--- src/rtl/actb_pkg.sv ---
// shared constants and types for the control-byte decoder and track/hold sequencer
package actb_pkg;
   localparam int CTRL_BITS = 8;
   localparam int START_POS = 7;
   localparam int SEL_HI = 6;
   localparam int SEL_LO = 4;
   localparam int POL_POS = 3;
   localparam int CFG_POS = 2;
   localparam int MODE_HI = 1;
   localparam int MODE_LO = 0;
   localparam int RESULT_BITS = 10;
   localparam logic [3:0] TRACK_AT = 4'h5;
   localparam logic [3:0] HOLD_AT = 4'h8;
   localparam logic [3:0] CNT_RESET = 4'h0;
   // internal conversion clock: cycles per bit decision
   localparam int INT_BIT_NS = 700;
   localparam int CLK_NS = 100;
   localparam logic [3:0] INT_BIT_CYC = 4'((INT_BIT_NS + CLK_NS - 1) / CLK_NS);
   // least acquisition time the host must leave, in ns
   localparam int ACQ_MIN_NS = 1500;
   localparam int ACQ_MIN_CYC = (ACQ_MIN_NS + CLK_NS - 1) / CLK_NS;
   localparam logic [2:0] SEL_A = 3'h1;
   localparam logic [2:0] SEL_B = 3'h5;
   localparam logic [2:0] SEL_C = 3'h2;
   localparam logic [2:0] SEL_D = 3'h6;
   localparam logic [1:0] MODE_FULL_PD = 2'h0;
   localparam logic [1:0] MODE_FAST_PD = 2'h1;
   localparam logic [1:0] MODE_INT_CLK = 2'h2;
   localparam logic [1:0] MODE_EXT_CLK = 2'h3;

   typedef struct packed {
      logic [2:0] chan_select;
      logic polarity_select;
      logic input_config_select;
      logic [1:0] op_mode;
   } actb_ctrl_s;

   // analog switch controls: one-hot channel to positive node, negative node source
   typedef struct packed {
      logic track;
      logic [3:0] pos_chan;
      logic [3:0] neg_chan;
      logic neg_to_common;
      logic hold_capacitor_to_pos;
   } actb_switch_s;
endpackage : actb_pkg

--- src/rtl/actb_sync.sv ---
// two-flop synchroniser for pin inputs
`timescale 1ns/1ns
`default_nettype none
module actb_sync #(
   parameter int W = 1,
   parameter logic [W-1:0] INIT = '0
) (
   input wire logic clk,
   input wire logic rst,
   input wire logic [W-1:0] d,
   output logic [W-1:0] q
);
   logic [W-1:0] meta;

   always_ff @(posedge clk) begin
      if (rst) begin
         meta <= INIT;
         q <= INIT;
      end else begin
         meta <= d;
         q <= meta;
      end
   end
endmodule : actb_sync
`default_nettype wire

--- src/rtl/actb_core.sv ---
// control-byte decoder, track/hold sequencer and result shifter
// What this block does
// track on falling edge after bit five
// hold on falling edge after bit eight
// single-ended: negative node to common return
// differential: negative node to paired minus channel; code routes it to common from the bit-five track edge to hold
// after conversion reconnect hold capacitor positive
// eight bits msb first, first one starts
// bits six to four select channels
// bit three chooses unipolar or bipolar
// host leaves acquisition at least 1.5us
// bit two single-ended or differential, code table
// leading zeros before start are ignored
// conversion starts when hold is entered
// straight binary or two's complement, msb first
// bits one, zero pick operating mode
`timescale 1ns/1ns
`default_nettype none
module actb_core (
   input wire logic clk,
   input wire logic rst,
   input wire logic cs_n,
   input wire logic sclk,
   input wire logic din,
   input wire logic [9:0] sar_code,
   output logic dout,
   output logic dout_oe,
   output var actb_pkg::actb_ctrl_s ctrl,
   output var actb_pkg::actb_switch_s sw,
   output logic converting,
   output logic conv_done,
   output logic [9:0] result,
   output logic powered_down
);
   typedef enum logic [4:0] {
      ST_IDLE = 5'h01,
      ST_SHIFT = 5'h02,
      ST_CONV = 5'h04,
      ST_OUT = 5'h08,
      ST_DONE = 5'h10
   } actb_state_e;

   logic [2:0] pins;
   logic cs_n_s, sclk_s, din_s, sclk_d;
   logic rise, fall;
   actb_state_e state;
   logic [3:0] bit_cnt;
   logic [6:0] shreg;
   logic pend_track, pend_hold;
   logic [3:0] conv_cnt;
   logic [3:0] tick;
   logic [9:0] out_sh;
   logic [3:0] out_cnt;
   logic [9:0] coded_now;

   actb_sync #(.W(3), .INIT(3'h4)) u_sync (
      .clk(clk),
      .rst(rst),
      .d({cs_n, sclk, din}),
      .q(pins)
   );
   assign cs_n_s = pins[2];
   assign sclk_s = pins[1];
   assign din_s = pins[0];

   always_ff @(posedge clk) begin
      if (rst) sclk_d <= 1'b0;
      else sclk_d <= sclk_s;
   end
   assign rise = sclk_s & ~sclk_d & ~cs_n_s;
   assign fall = ~sclk_s & sclk_d;

   // decode of channel code into switch positions
   function automatic actb_pkg::actb_switch_s route(input actb_pkg::actb_ctrl_s c, input logic trk);
      actb_pkg::actb_switch_s s;
      s = '0;
      s.track = trk;
      s.hold_capacitor_to_pos = trk;
      s.neg_to_common = c.input_config_select;
      case (c.chan_select)
         actb_pkg::SEL_A: begin
            s.pos_chan = 4'h1;
            s.neg_chan = c.input_config_select ? 4'h0 : 4'h2;
         end
         actb_pkg::SEL_B: begin
            s.pos_chan = 4'h2;
            s.neg_chan = c.input_config_select ? 4'h0 : 4'h1;
         end
         actb_pkg::SEL_C: begin
            s.pos_chan = 4'h4;
            s.neg_chan = c.input_config_select ? 4'h0 : 4'h8;
         end
         actb_pkg::SEL_D: begin
            s.pos_chan = 4'h8;
            s.neg_chan = c.input_config_select ? 4'h0 : 4'h4;
         end
         default: begin
            s.pos_chan = 4'h0;
            s.neg_chan = 4'h0;
         end
      endcase
      return s;
   endfunction : route

   // byte framing
   always_ff @(posedge clk) begin
      if (rst) begin
         state <= ST_IDLE;
         bit_cnt <= actb_pkg::CNT_RESET;
         shreg <= '0;
         ctrl <= '0;
         pend_track <= 1'b0;
         pend_hold <= 1'b0;
      end else begin
         if (fall && pend_track) pend_track <= 1'b0;
         if (fall && pend_hold) pend_hold <= 1'b0;
         case (state)
            ST_IDLE, ST_DONE, ST_OUT: begin
               // a new start bit aborts any result still shifting
               if (rise && din_s) begin
                  state <= ST_SHIFT;
                  bit_cnt <= 4'h1;
                  shreg <= '0;
               end else if (state == ST_OUT && (cs_n_s || out_cnt == 4'h0)) begin
                  // result fully shifted or host released the chip
                  state <= ST_DONE;
               end
            end
            ST_SHIFT: begin
               if (cs_n_s) begin
                  state <= ST_IDLE;
                  bit_cnt <= actb_pkg::CNT_RESET;
               end else if (rise) begin
                  shreg <= {shreg[5:0], din_s};
                  bit_cnt <= bit_cnt + 4'h1;
                  if (bit_cnt + 4'h1 == actb_pkg::TRACK_AT) pend_track <= 1'b1;
                  if (bit_cnt + 4'h1 == actb_pkg::HOLD_AT) begin
                     pend_hold <= 1'b1;
                     ctrl <= actb_pkg::actb_ctrl_s'({shreg[5:0], din_s});
                  end
               end else if (fall && pend_hold) begin
                  state <= ST_CONV;
                  bit_cnt <= actb_pkg::CNT_RESET;
               end
            end
            ST_CONV: begin
               if (conv_cnt == 4'(actb_pkg::RESULT_BITS)) state <= ST_OUT;
            end
            default: state <= ST_IDLE;
         endcase
      end
   end

   // channel bits sit in shreg[3:1] once five bits are in
   function automatic actb_pkg::actb_ctrl_s ctrl_peek(input logic [6:0] r);
      actb_pkg::actb_ctrl_s c;
      c = '0;
      c.chan_select = r[3:1];
      c.input_config_select = 1'b1;
      return c;
   endfunction : ctrl_peek

   // unipolar straight binary; bipolar flips msb of the offset-binary code
   function automatic logic [9:0] code_of(input logic [9:0] raw, input logic uni);
      return uni ? raw : {~raw[9], raw[8:0]};
   endfunction : code_of

   // track/hold switches; host owns acquisition length
   always_ff @(posedge clk) begin
      if (rst) sw <= route('0, 1'b1);
      else if (state == ST_SHIFT && fall && pend_track) sw <= route(ctrl_peek(shreg), 1'b1);
      else if (state == ST_SHIFT && fall && pend_hold) sw <= route(ctrl, 1'b0);
      else if (state == ST_CONV && conv_cnt == 4'(actb_pkg::RESULT_BITS)) sw <= route(ctrl, 1'b1);
   end

   // conversion steps: serial clock in external mode, internal tick otherwise
   always_ff @(posedge clk) begin
      if (rst) begin
         conv_cnt <= '0;
         tick <= '0;
      end else if (state != ST_CONV) begin
         conv_cnt <= '0;
         tick <= '0;
      end else if (ctrl.op_mode == actb_pkg::MODE_EXT_CLK) begin
         if (fall) conv_cnt <= conv_cnt + 4'h1;
      end else if (tick == actb_pkg::INT_BIT_CYC - 4'h1) begin
         tick <= '0;
         conv_cnt <= conv_cnt + 4'h1;
      end else begin
         tick <= tick + 4'h1;
      end
   end

   assign coded_now = code_of(sar_code, ctrl.polarity_select);
   assign converting = (state == ST_CONV);
   assign conv_done = (state == ST_CONV) && (conv_cnt == 4'(actb_pkg::RESULT_BITS));
   assign powered_down = (state == ST_IDLE || state == ST_DONE) &&
                         (ctrl.op_mode == actb_pkg::MODE_FULL_PD || ctrl.op_mode == actb_pkg::MODE_FAST_PD);

   // result coding and shift-out
   always_ff @(posedge clk) begin
      if (rst) begin
         result <= '0;
         out_sh <= '0;
         out_cnt <= '0;
         dout <= 1'b0;
      end else if (conv_done) begin
         result <= coded_now;
         out_sh <= coded_now;
         // external clock mode has already shifted every decision out
         out_cnt <= (ctrl.op_mode == actb_pkg::MODE_EXT_CLK) ? 4'h0 : 4'(actb_pkg::RESULT_BITS);
      end else if (fall && !cs_n_s) begin
         if (state == ST_CONV && ctrl.op_mode == actb_pkg::MODE_EXT_CLK) begin
            // each serial-clock decision appears on its own falling edge
            dout <= coded_now[4'(actb_pkg::RESULT_BITS - 1) - conv_cnt];
         end else if (state == ST_OUT && out_cnt != 4'h0) begin
            dout <= out_sh[9];
            out_sh <= {out_sh[8:0], 1'b0};
            out_cnt <= out_cnt - 4'h1;
         end else begin
            dout <= 1'b0;
         end
      end
   end

   assign dout_oe = ~cs_n_s;
endmodule : actb_core
`default_nettype wire

--- config.mk ---
export PLATFORM = sky130hd
export DESIGN_NAME = actb_core
export DESIGN_NICKNAME = d
export VERILOG_FILES = /design/src/rtl/actb_pkg.sv /design/src/rtl/actb_sync.sv /design/src/rtl/actb_core.sv
export SDC_FILE = /design/constraint.sdc
export NUM_CORES = 1
export LEC_CHECK = 0
export BUFFER_PORTS_ARGS = -buffer_cell sky130_fd_sc_hd__buf_2
export CAP_MARGIN = 5
export CORE_MARGIN = 3
export CORE_UTILIZATION = 55
export DETAILED_ROUTE_END_ITERATION = 6
export PLACE_DENSITY = 0.77
export SYNTH_ARGS = -nofsm -noshare
export SYNTH_HDL_FRONTEND = slang
export SYNTH_SLANG_ARGS = --single-unit
export TNS_END_PERCENT = 20
--- constraint.sdc ---
create_clock -name clk -period 5.3 [get_ports clk]
set_clock_uncertainty 0.15 [all_clocks]
set_input_delay 0.53 -clock clk [delete_from_list [all_inputs] [get_ports clk]]
set_output_delay 0.53 -clock clk [all_outputs]
set_load 0.02 [all_outputs]
**After elaboration in Yosys (flattened, before gate mapping)**

Cells that the tools add are included.

- Register bits: 75
- Bits of input ports: 15
- Output and inout bits: 33
- Word-level logic and storage cells: 155

- Add/subtract/negate cells: 5
- Order comparisons: 1
- Eq/ne operators: 30
- Muxes and demuxes: 53
- Bitwise operators: 8
- Reductions and logical operators: 35

Operator list:

| kind | number |
|---|---|
| 8-bit one-hot mux with 4 select lines | 2 |
| 10-bit two-way mux | 6 |
| 4-bit two-way mux | 14 |
| 5-bit two-way mux | 6 |
| 11-bit two-way mux | 2 |
| 6-bit two-way mux | 3 |
| 5-bit one-hot mux with 3 select lines | 1 |
| 1-bit two-way mux | 14 |
| 4-bit by 1-bit adder with 4-bit output, second input constant | 3 |
| 3-bit == test, second input constant | 4 |
| 1-bit logical AND | 12 |
| 6-bit one-hot mux with 2 select lines | 1 |
| 4-bit AND reduction | 3 |
| 2-bit != test, second input constant | 5 |
| 2-bit nonzero test | 5 |
| 4-bit by 3-bit == test with 1-bit output, second input constant | 2 |
| 4-bit == test, second input constant | 2 |
| 4-bit one-hot mux with 2 select lines | 1 |
| 3-bit by 1-bit == test with 1-bit output, second input constant | 2 |
| 3-bit by 2-bit == test with 1-bit output, second input constant | 2 |
| 3-bit by 2-bit != test with 1-bit output, second input constant | 2 |
| 3-bit AND reduction | 2 |
| 5-bit by 1-bit == test with 1-bit output, second input constant | 1 |
| 5-bit by 2-bit == test with 1-bit output, second input constant | 1 |
| other kinds (26) | 36 |

**Logic depth before layout (Yosys ltp)**

Gate-level depths: netlist (run 1).

- Word-level depth: 8
- Mapped depth: 9
- Depth with buffers taken out: 7

**By module**

Synthesis (run 1) repeated with hierarchy kept, for this count alone.

- Cell total of the unflattened synthesis: 380
- Area total of the unflattened synthesis: 3384.5 um2

By module, submodules not included:

| module | instances | cells each | area an instance (um2) |
|---|---|---|---|
| actb_core | 1 | 368 | 3226.8 |
| actb_sync | 1 | 12 | 157.7 |

**Least setup slack after synthesis (run 1)**

Ideal clock, no wire load.

- Path type: flip-flop to output port
- Start: register state[4]
- End: output port conv_done
- Data arrival time: 1.685 ns
- Data required time: 4.620 ns
- Path slack: 2.935 ns
- Stages on the path, launching flop included: 6
- Cells stage by stage: dfxtp_1 clkbuf_1 nor4_2 nand3_1 clkinv_1 buf_2

- Cells in the longest elaborated chain, start to end: 2

Ends and longest elaborated chain:

| what | RTL line | RTL |
|---|---|---|
| from (decl) | actb_core.sv:46 | `actb_state_e state;` |
| from (signal assigned) | actb_core.sv:108 | `state <= ST_IDLE;` |
| from (signal assigned) | actb_core.sv:121 | `state <= ST_SHIFT;` |
| from (signal assigned) | actb_core.sv:126 | `state <= ST_DONE;` |
| 5-bit by 3-bit == test with 1-bit output | actb_core.sv:196 | `assign conv_done = (state == ST_CONV) && (conv_cnt == 4'(actb_pkg::RESULT_BITS));` |
| 1-bit logical AND | actb_core.sv:196 |  |
| to (decl) | actb_core.sv:31 | `output logic conv_done,` |

No other way between the ends.

**Final worst setup path (run 1)**

- Start: register conv_cnt[0]
- End: output port conv_done

- Cells in the longest elaborated chain, start to end: 2

Ends and longest elaborated chain:

| what | RTL line | RTL |
|---|---|---|
| from (decl) | actb_core.sv:50 | `logic [3:0] conv_cnt;` |
| from (signal assigned) | actb_core.sv:185 | `if (fall) conv_cnt <= conv_cnt + 4'h1;` |
| from (signal assigned) | actb_core.sv:188 | `conv_cnt <= conv_cnt + 4'h1;` |
| 4-bit == test | actb_core.sv:196 |  |
| 1-bit logical AND | actb_core.sv:196 |  |

No other way between the ends.

==> results of run 1 <==
## registers in the layout, summed over array words and instances (netlist names)
| register | count |
|---|---|
| sw | 10 |
| pend_hold | 1 |
| ctrl | 7 |
| pend_track | 1 |
| out_sh | 10 |
| bit_cnt | 4 |
| tick | 4 |
| state | 5 |
| out_cnt | 4 |
| dout | 1 |
| sclk_d | 1 |
| u_sync.q | 3 |
| u_sync.meta | 3 |
| conv_cnt | 4 |
| result | 10 |
| shreg | 6 |
## area by class of cell
class | count | share of cell area (%)
inverter | 20 | 1.91
sequential | 74 | 37.7
clock inverter | 3 | 1.02
timing repair buffer | 49 | 6.36
multi-input combinational | 291 | 47.1
clock buffer | 13 | 3.53
tap | 75 | 2.39
## cells in the final DEF (no fill, tap or decap), types with 3 or more instances in the layout
cell type,netlist,routed
a21boi_0,3,3
and3b_1,3,3
inv_1,19,19
xor2_1,3,3
nand3b_1,3,3
clkbuf_1,19,4
or4_1,3,3
o211ai_1,7,7
o31ai_1,5,5
nand3_1,28,28
ha_1,8,8
xnor2_1,5,5
buf_2,6,47
or2_2,3,3
o22ai_1,4,4
clkbuf_8,0,9
nor2b_1,6,6
nand4_1,3,3
a21oi_1,29,29
nor3b_1,5,5
nor3_1,7,7
dfxtp_1,74,74
o21ai_0,14,14
nand2b_1,6,6
and3_1,3,3
nor2_1,8,8
or3_1,4,4
mux2i_1,8,8
nand2_1,60,60
or4b_1,3,3
a31oi_1,15,15
a311oi_1,6,6
a21o_1,3,3
## layer usage
metal | share of wire (%) | GRT usage (%)
met5 | 0 | 0
met4 | 1.5 | 6.76
met3 | 5.8 | 7.78
met2 | 46 | 35.5
met1 | 46 | 28.7
## stage by stage
step | instances | util, % | setup WS (ps) | area, um^2 | hold WS [ps]
2_1_floorplan | 411 | - | 2930 | 3520 | 239
3_3_place_gp | 509 | 62.0 | 2460 | 3750 | 258
3_5_place_dp | 509 | 62.0 | 2410 | 3750 | 267
4_1_cts | 525 | 64.9 | 2360 | 3930 | 206
5_1_grt | 525 | 64.9 | 2070 | 3930 | 207
6_report | 525 | 64.9 | 2350 | 3930 | 214
## critical path, cell delays in order, from the launching register on
cell	delay, ps
dfxtp_1	480
inv_1	110
ha_1	210
and3b_1	230
nand3_1	130
clkinv_1	420
buf_2	330
## kinds of logic after synthesis
| logic type | synth area share [%] |
|---|---|
| multiplexers | 4.19 |
| AND/OR/NAND/NOR | 24.2 |
| buffers and inverters | 5.23 |
| adder cells (fa/ha/maj) | 2.84 |
| XOR/XNOR | 1.99 |
| flip-flops | 42.1 |
| AO/OA/AOI/OAI | 19.4 |
## power by group through the flow
stage               Clock, mW  Combinational (mW)  Sequential [mW]
floorplan                   0              0.0256            0.573
global placement            0              0.0355            0.576
detailed placement          0              0.0356            0.576
CTS                     0.421              0.0359            0.563
global route            0.441              0.0397            0.564
finish                  0.413              0.0361            0.563
## worst max-delay path by stage
stage	start	end	slack [ps]
6_report	conv_cnt[0]	conv_done	2350
5_1_grt	u_sync.q[1]	ctrl[0]	2070
4_1_cts	conv_cnt[0]	conv_done	2360
3_5_place_dp	rst	dout	2410
3_3_place_gp	rst	dout	2460
2_1_floorplan	state[4]	conv_done	2930
## Yosys cell counts, types with 4 or more instances
master / n
o21ai_0: 14
dfxtp_1: 74
a311oi_1: 6
nor2_1: 8
nand2b_1: 6
xnor2_1: 5
nand2_1: 60
o31ai_1: 5
nand3_1: 28
nor2b_1: 6
inv_1: 19
a21oi_1: 29
nor3_1: 7
a31oi_1: 15
o211ai_1: 7
buf_2: 6
or3_1: 4
o22ai_1: 4
mux2i_1: 8
clkbuf_1: 19
ha_1: 8
nor3b_1: 5
==> flow_summary.yaml, run 1 <==
drt:
  drc: 0
  via_count: 3156
  postRouteAntennaNets: 0
  wl_per_cell_um: 15.3
  via_per_inst: 6.01
  first_pass_iters: 5
  routed_wl_um: 8020
  drt_iter0_markers: 185
logic_synthesis:
  synth_seq_cells: 74
  synth_flop_cell: "dfxtp_1"
  seq_area_frac_synth_pct: 42.1
  ys_types: 58
  synth_edf_count: 0
  yosys_warnings: 0
  synth_top_cell_by_area: "dfxtp_1"
  syn_avg_cell_area_um2: 8.56
  syn_nets: 434
  synthArstFlopShare_pct: 0
  synth.area.top_cells: "dfxtp_1 (42%), nand2_1 (6.4%), a21oi_1 (4.1%)"
  syn_inst: 411
  syn_area_um2: 3520
  synth_top_area_share_pct: 42.1
worst_setup_path:
  worstSetupPathType: "reg -> out"
  reg2reg_to: "ctrl[1]"
  cp.arrival_ps: 2270
  critPathCaptureType: "output pin"
  r2r_start: "u_sync.q[1]"
  r2r.worst_path.cells: 4
  cp_max_fo: 18
  critPathRequiredTime_ps: 4620
  r2r_setup_slack_ps: 2350
  start_kind: "register"
final_layout:
  drive_gt1_share_pct: 16.0
  diodes: 0
  fillers: 518
  areaGrowthSynthToFinish_pct: 11.8
  seq_area_um2: 1480
  nets: 468
  multi_input_area_um2: 1850
power_and_ir_drop:
  p_int_mw: 0.789
  ir_worst_vdd_uv: 240
  leakage_nw: 1.46
  swShare_pct: 22.1
  power.density_nw_per_um2: 257
  seq_power_share_pct: 55.6
  pwr-share-comb_pct: 3.6
  netSwitchingPower_mw: 0.224
  p_clk_share_pct: 40.8
  power_mw: 1.01
timing:
  setup_viol: 0
  hold_viol_final: 0
  tightest_slew_ps: 907
  fmax_mhz: 339
  period_share_pct: 55.7
  maxSlewViolCount: 0
  fin_crit_ps: 2950
  slew-limit-headroom_pct: 39.5
  grt_setup_unrepaired: "false"
  totalNegativeSetupSlack_ps: 0
grt:
  grt_pass1_wl_um: 13200
  grt_max_degree: 53
  grt_pass1_vias: 2855
  antenna_found_initial: 0
  track_usage_pct: 22.4
  grt.overflow.total: 0
placement:
  place_hpwl_um: 5530
  io_buffers: 47
  gp_congestion: 0.835
job:
  maxCapViolations: 0
outcome:
  status: "complete, no violations"
floorplanning:
  core_um2: 6060
  die_h_um: 86.0
  start_util_pct: 58.1
  top_level_ports: 48
  fp-row-count: 28
  die_x_um: 86.0
  dieArea_um2: 7400
clock_tree:
  cts_sinks: 74
  cts-htree-levels: 3
  clkTransAtPathRegs_ps: 80
  clock_latency_ps: 350
  cts_made_buffers: 9
  tritoncts: "yes"
  root_buffer: "clkbuf_8"
  cts_buffer_depth: 2
  cts_hold_buf: 0
  ctsResizeCount: 0
  post_cts_buffers: 0
worst_hold_path:
  hold_class: "in -> reg"
  holdPathEnd: "u_sync.meta[2]"
  hold_start: "cs_n"
  hold_depth: 2
Note: power is estimated with default switching activity, not from simulation.
==> run 2, diff against run 1 <==
CORE_UTILIZATION = 52   (was 55)
PLACE_DENSITY = 0.76   (was 0.77)
clock period = 2.6 ns   (was 5.3 ns; I/O delays follow)
==> run 2 against run 1 <==
Against the previous run: die area is 5.4% higher; worst hold slack worse by 180 ps; flip-flop and latch count stayed put; clock power is 140% higher; worst setup slack worse by 2200 ps; sequential share of layout area is 1.9 points lower; first-iteration DRC count is 78% higher; via count is 2.9% higher; non-clock buffer count is 20 higher; critical path depth is 1 higher; wire length is 0.96% higher; power is 120% higher; highest routed layer unchanged.
==> flow_summary.yaml, run 2 (synthesized netlist as in run 1, its figures left out) <==
final_layout:
  layout_commonest_cell: "dfxtp_1"
  instances_no_fill: 547
  diodes: 0
  nets: 488
  final_cell_area_um2: 4140
  largestRegisters: "out_sh: 10 flops, result: 10 flops, sw: 10 flops"
  layout_common_cells: "dfxtp_1 (74), nand2_1 (60), buf_2 (47)"
  areaGrowthSynthToFinish_pct: 17.7
  drive_gt1_share_pct: 19.6
grt:
  grt-busiest-layer: "met2"
  met3_usage_pct: 5.96
  track_usage_pct: 21.9
  grt_max_degree: 28
  met2_usage_pct: 35.2
  grt.overflow.total: 0
  antenna_found_initial: 0
  grt_pass1_wl_um: 13300
  grt_pass1_vias: 2914
  met1_usage_pct: 28.5
timing:
  hold_viol_final: 0
  maxSlewViolCount: 0
  totalNegativeSetupSlack_ps: 0
  period_share_pct: 92.7
  fin_crit_ps: 2410
  slew-limit-headroom_pct: 58.1
  setup_viol: 0
  worst_slack_ps: 191
  grt_setup_unrepaired: "false"
  fmax_mhz: 415
  tightest_slew_ps: 620
clock_tree:
  post_cts_buffers: 0
  cts_made_buffers: 9
  root_buffer: "clkbuf_8"
  cts_sinks: 74
  cts_hold_buf: 3
  cts-htree-levels: 3
  clock_latency_ps: 350
  ctsResizeCount: 0
  tritoncts: "yes"
  cts_buffer_depth: 2
  clkTransAtPathRegs_ps: 70
drt:
  routed_wl_um: 8100
  first_pass_iters: 5
  postRouteAntennaNets: 0
  wl_per_cell_um: 14.8
  drc: 0
  via_count: 3248
  via_per_inst: 5.94
  drt_iter0_markers: 329
job:
  maxCapViolations: 0
worst_setup_path:
  critPathCaptureType: "output pin"
  cp.arrival_ps: 2000
  critPathRequiredTime_ps: 2190
  r2r.worst_path.cells: 4
  worstSetupPathType: "reg -> out"
  cp_max_fo: 10
  start_kind: "register"
placement:
  place_hpwl_um: 5770
  dpl-instance-area_um2: 3880
  gp_congestion: 0.862
  pre_cts_ws_ps: 228
  dp.cells: 528
  io_buffers: 47
outcome:
  status: "complete, no violations"
power_and_ir_drop:
  ir_worst_vdd_uv: 373
  power.density_nw_per_um2: 543
  leakage_nw: 1.58
floorplanning:
  top_level_ports: 48
  die_x_um: 88.3
  core_um2: 6460
  die_h_um: 88.3
  fp-row-count: 29
  dieArea_um2: 7790
  start_util_pct: 54.5
worst_hold_path:
  hold_depth: 3
  hold_class: "in -> reg"
-- run 2: worst paths after layout --
kind | slack (ps) | endpoint | from
worst max register to register | 200 | sw[9] | state[1]
worst min-delay path | 40 | result[3] | sar_code[3]
worst max-delay path | 190 | conv_done | conv_cnt[0]
worst min register to register | 260 | u_sync.q[2] | u_sync.meta[2]
-- run 2: cell type report --
type / count / area (um^2)
clock buffers: 12 / 155
clock inverters: 4 / 73.8
fillers: 577 / 2310
inverters: 20 / 75.1
multi-input cells: 291 / 1850
flip-flops and latches: 74 / 1480
well taps: 77 / 96.3
repair buffers: 69 / 408
-- run 2: power by group --
part / switching [mW] / total [mW] / leakage, nW / internal [mW]
registers: 0.00399 / 1.14 / 0.597 / 1.14
logic: 0.0562 / 0.0944 / 0.866 / 0.0382
clock network: 0.419 / 1.01 / 0.117 / 0.593
total: 0.479 / 2.25 / 1.58 / 1.77
-- run 2: per-stage QoR --
| step | utilization [%] | hold slack (ps) | power [mW] |
|---|---|---|---|
| finish | 64.2 | 37.9 | 2.25 |
| global route | 64.2 | 34.8 | 2.31 |
| detailed placement | 60.2 | 247 | 1.26 |
| global placement | 60.2 | 245 | 1.26 |
| floorplan | - | 210 | 1.22 |
| CTS | 64.2 | 17.5 | 2.27 |
-- run 2: layer usage --
metal,vias to the layer above,wire (um)
met2,91,3810
met4,0,121
li1,1606,-
met3,14,477
met1,1537,3690
met5,-,0
-- run 2: critical path, cell delays in order (launching register included) --
cell and delay [ps]:
dfxtp_1 330, inv_1 60, ha_1 200, and3b_1 240, nand3_1 140, clkinv_1 250, buf_4 260, buf_2 160
==> run 3, diff against run 2 <==
CORE_UTILIZATION = 55   (was 52)
PLACE_DENSITY = 0.77   (was 0.76)
clock period = 2.8 ns   (was 2.6 ns; I/O delays follow)
==> run 3 against run 2 <==
Against the previous run: first-iteration DRC count is 25% lower; register-to-register slack better by 80 ps; sequential share of layout area is 0.45 points higher; combinational power is 13% lower; wire length is 0.94% higher; critical path depth stayed put; clock power is 9.9% lower; worst hold slack better by 22 ps; utilization is 3.4 points higher; sequential power is 7% lower; cell count is 1.3% lower; non-clock buffer count is 5 lower; largest cell class unchanged.
==> flow_summary.yaml, run 3 (synthesized netlist as in run 1, its figures left out) <==
outcome:
  status: "complete, no violations"
timing:
  totalNegativeSetupSlack_ps: 0
  slew-limit-headroom_pct: 61.0
  hold_viol_final: 0
  setup_viol: 0
  tightest_slew_ps: 578
  maxSlewViolCount: 0
  timing.hold.ws_ps: 60.2
  period_share_pct: 93.7
  fmax_mhz: 381
  fin_crit_ps: 2620
  grt_setup_unrepaired: "false"
drt:
  via_per_inst: 5.96
  postRouteAntennaNets: 0
  wl_per_cell_um: 15.1
  drt_iter0_markers: 248
  routed_wl_um: 8170
  drc: 0
  via_count: 3221
  first_pass_iters: 4
power_and_ir_drop:
  ir_worst_vdd_uv: 319
  leakage_nw: 1.54
  power.density_nw_per_um2: 503
worst_hold_path:
  hold_start: "sar_code[8]"
  holdPathEnd: "result[8]"
  hold_class: "in -> reg"
  hold_depth: 3
floorplanning:
  core_um2: 6060
  fp-row-count: 28
  die_x_um: 86.0
  top_level_ports: 48
  dieArea_um2: 7400
  start_util_pct: 58.1
  die_h_um: 86.0
clock_tree:
  cts_made_buffers: 9
  post_cts_buffers: 0
  cts-htree-levels: 3
  tritoncts: "yes"
  root_buffer: "clkbuf_8"
  ctsResizeCount: 0
  cts_sinks: 74
  cts_buffer_depth: 2
  clkTransAtPathRegs_ps: 80
  cts_hold_buf: 3
  clock_latency_ps: 340
placement:
  gp_congestion: 0.829
  place_hpwl_um: 5820
  io_buffers: 47
worst_setup_path:
  cp_max_fo: 7
  cp_slowest_cell: "dfxtp_1"
  startpoint: "conv_cnt[0]"
  r2r_start: "state[4]"
  reg2reg_to: "sw[8]"
  critPathRequiredTime_ps: 2370
  r2r.worst_path.cells: 4
  worstSetupPathType: "reg -> out"
  cp_cell_sequence: "inv_1 -> ha_1 -> and3b_1 -> nand3_1 -> clkinv_1 -> buf_4 -> buf_2"
  r2r_setup_slack_ps: 280
  cpPeakStageDelay_ps: 510
  cp.arrival_ps: 2190
  critPathCaptureType: "output pin"
  start_kind: "register"
final_layout:
  areaGrowthSynthToFinish_pct: 16.3
  drive_gt1_share_pct: 18.9
  layout_commonest_cell: "dfxtp_1"
  largestRegisters: "out_sh: 10 flops, result: 10 flops, sw: 10 flops"
  nets: 483
  diodes: 0
  layout_common_cells: "dfxtp_1 (74), nand2_1 (60), buf_2 (47)"
  fin_util_pct: 67.5
grt:
  grt_max_degree: 46
  track_usage_pct: 22.7
  grt_pass1_vias: 2916
  antenna_found_initial: 0
  grt_pass1_wl_um: 13600
  grt.overflow.total: 0
job:
  maxCapViolations: 0
[run 3: cell count changes in the layout (fill, tap and decap cells not counted), sizes merged]
cell / previous run / this run
clkinv: 3 / 4
clkbuf: 12 / 9
buf: 66 / 61
clkinvlp: 0 / 2
[run 3: worst max-delay path: cells and delay by family, from the launching register on]
kind	cells	cell delay, ps
buffers and inverters	4	750
flip-flops	1	510
AND/OR/NAND/NOR	2	380
adder cells (fa/ha/maj)	1	210
[run 3: metrics by stage]
stage / power, mW / setup slack (ps) / area (um^2) / cells
after global routing: 2.12 / 25.1 / 4090 / 540
after global placement: 1.17 / 312 / 3840 / 521
final: 2.06 / 177 / 4090 / 540
after CTS: 2.06 / 192 / 4090 / 540
after detailed placement: 1.17 / 295 / 3840 / 521
after floorplan: 1.13 / 511 / 3520 / 411
[run 3: report_power, final]
part           internal, mW  total (mW)  switching [mW]
clock network         0.500       0.910           0.410
registers              1.06        1.06         0.00720
logic                0.0332      0.0821          0.0489
total                  1.59        2.06           0.466
[run 3: worst max-delay path by stage]
stage,to,depth (start not counted)
3_5_place_dp,sw[8],4
5_1_grt,conv_done,7
2_1_floorplan,sw[8],5
6_report,conv_done,7
3_3_place_gp,sw[8],4
4_1_cts,conv_done,7
[run 3: metal layers]
metal	vias up	share of wire (%)	track usage, %
met5	-	0	0
met4	0	1.1	7.34
met3	8	5.7	4.13
met2	91	47	36.4
met1	1527	46	30.8
li1	1595	-	-
[run 3: final cells by class]
class | instances | area, um^2
clock buffer | 9 | 124
clock inverter | 7 | 93.8
tap | 75 | 93.8
multi-input combinational | 291 | 1850
sequential | 74 | 1480
fill | 536 | 1970
inverter | 20 | 75.1
timing repair buffer | 64 | 370
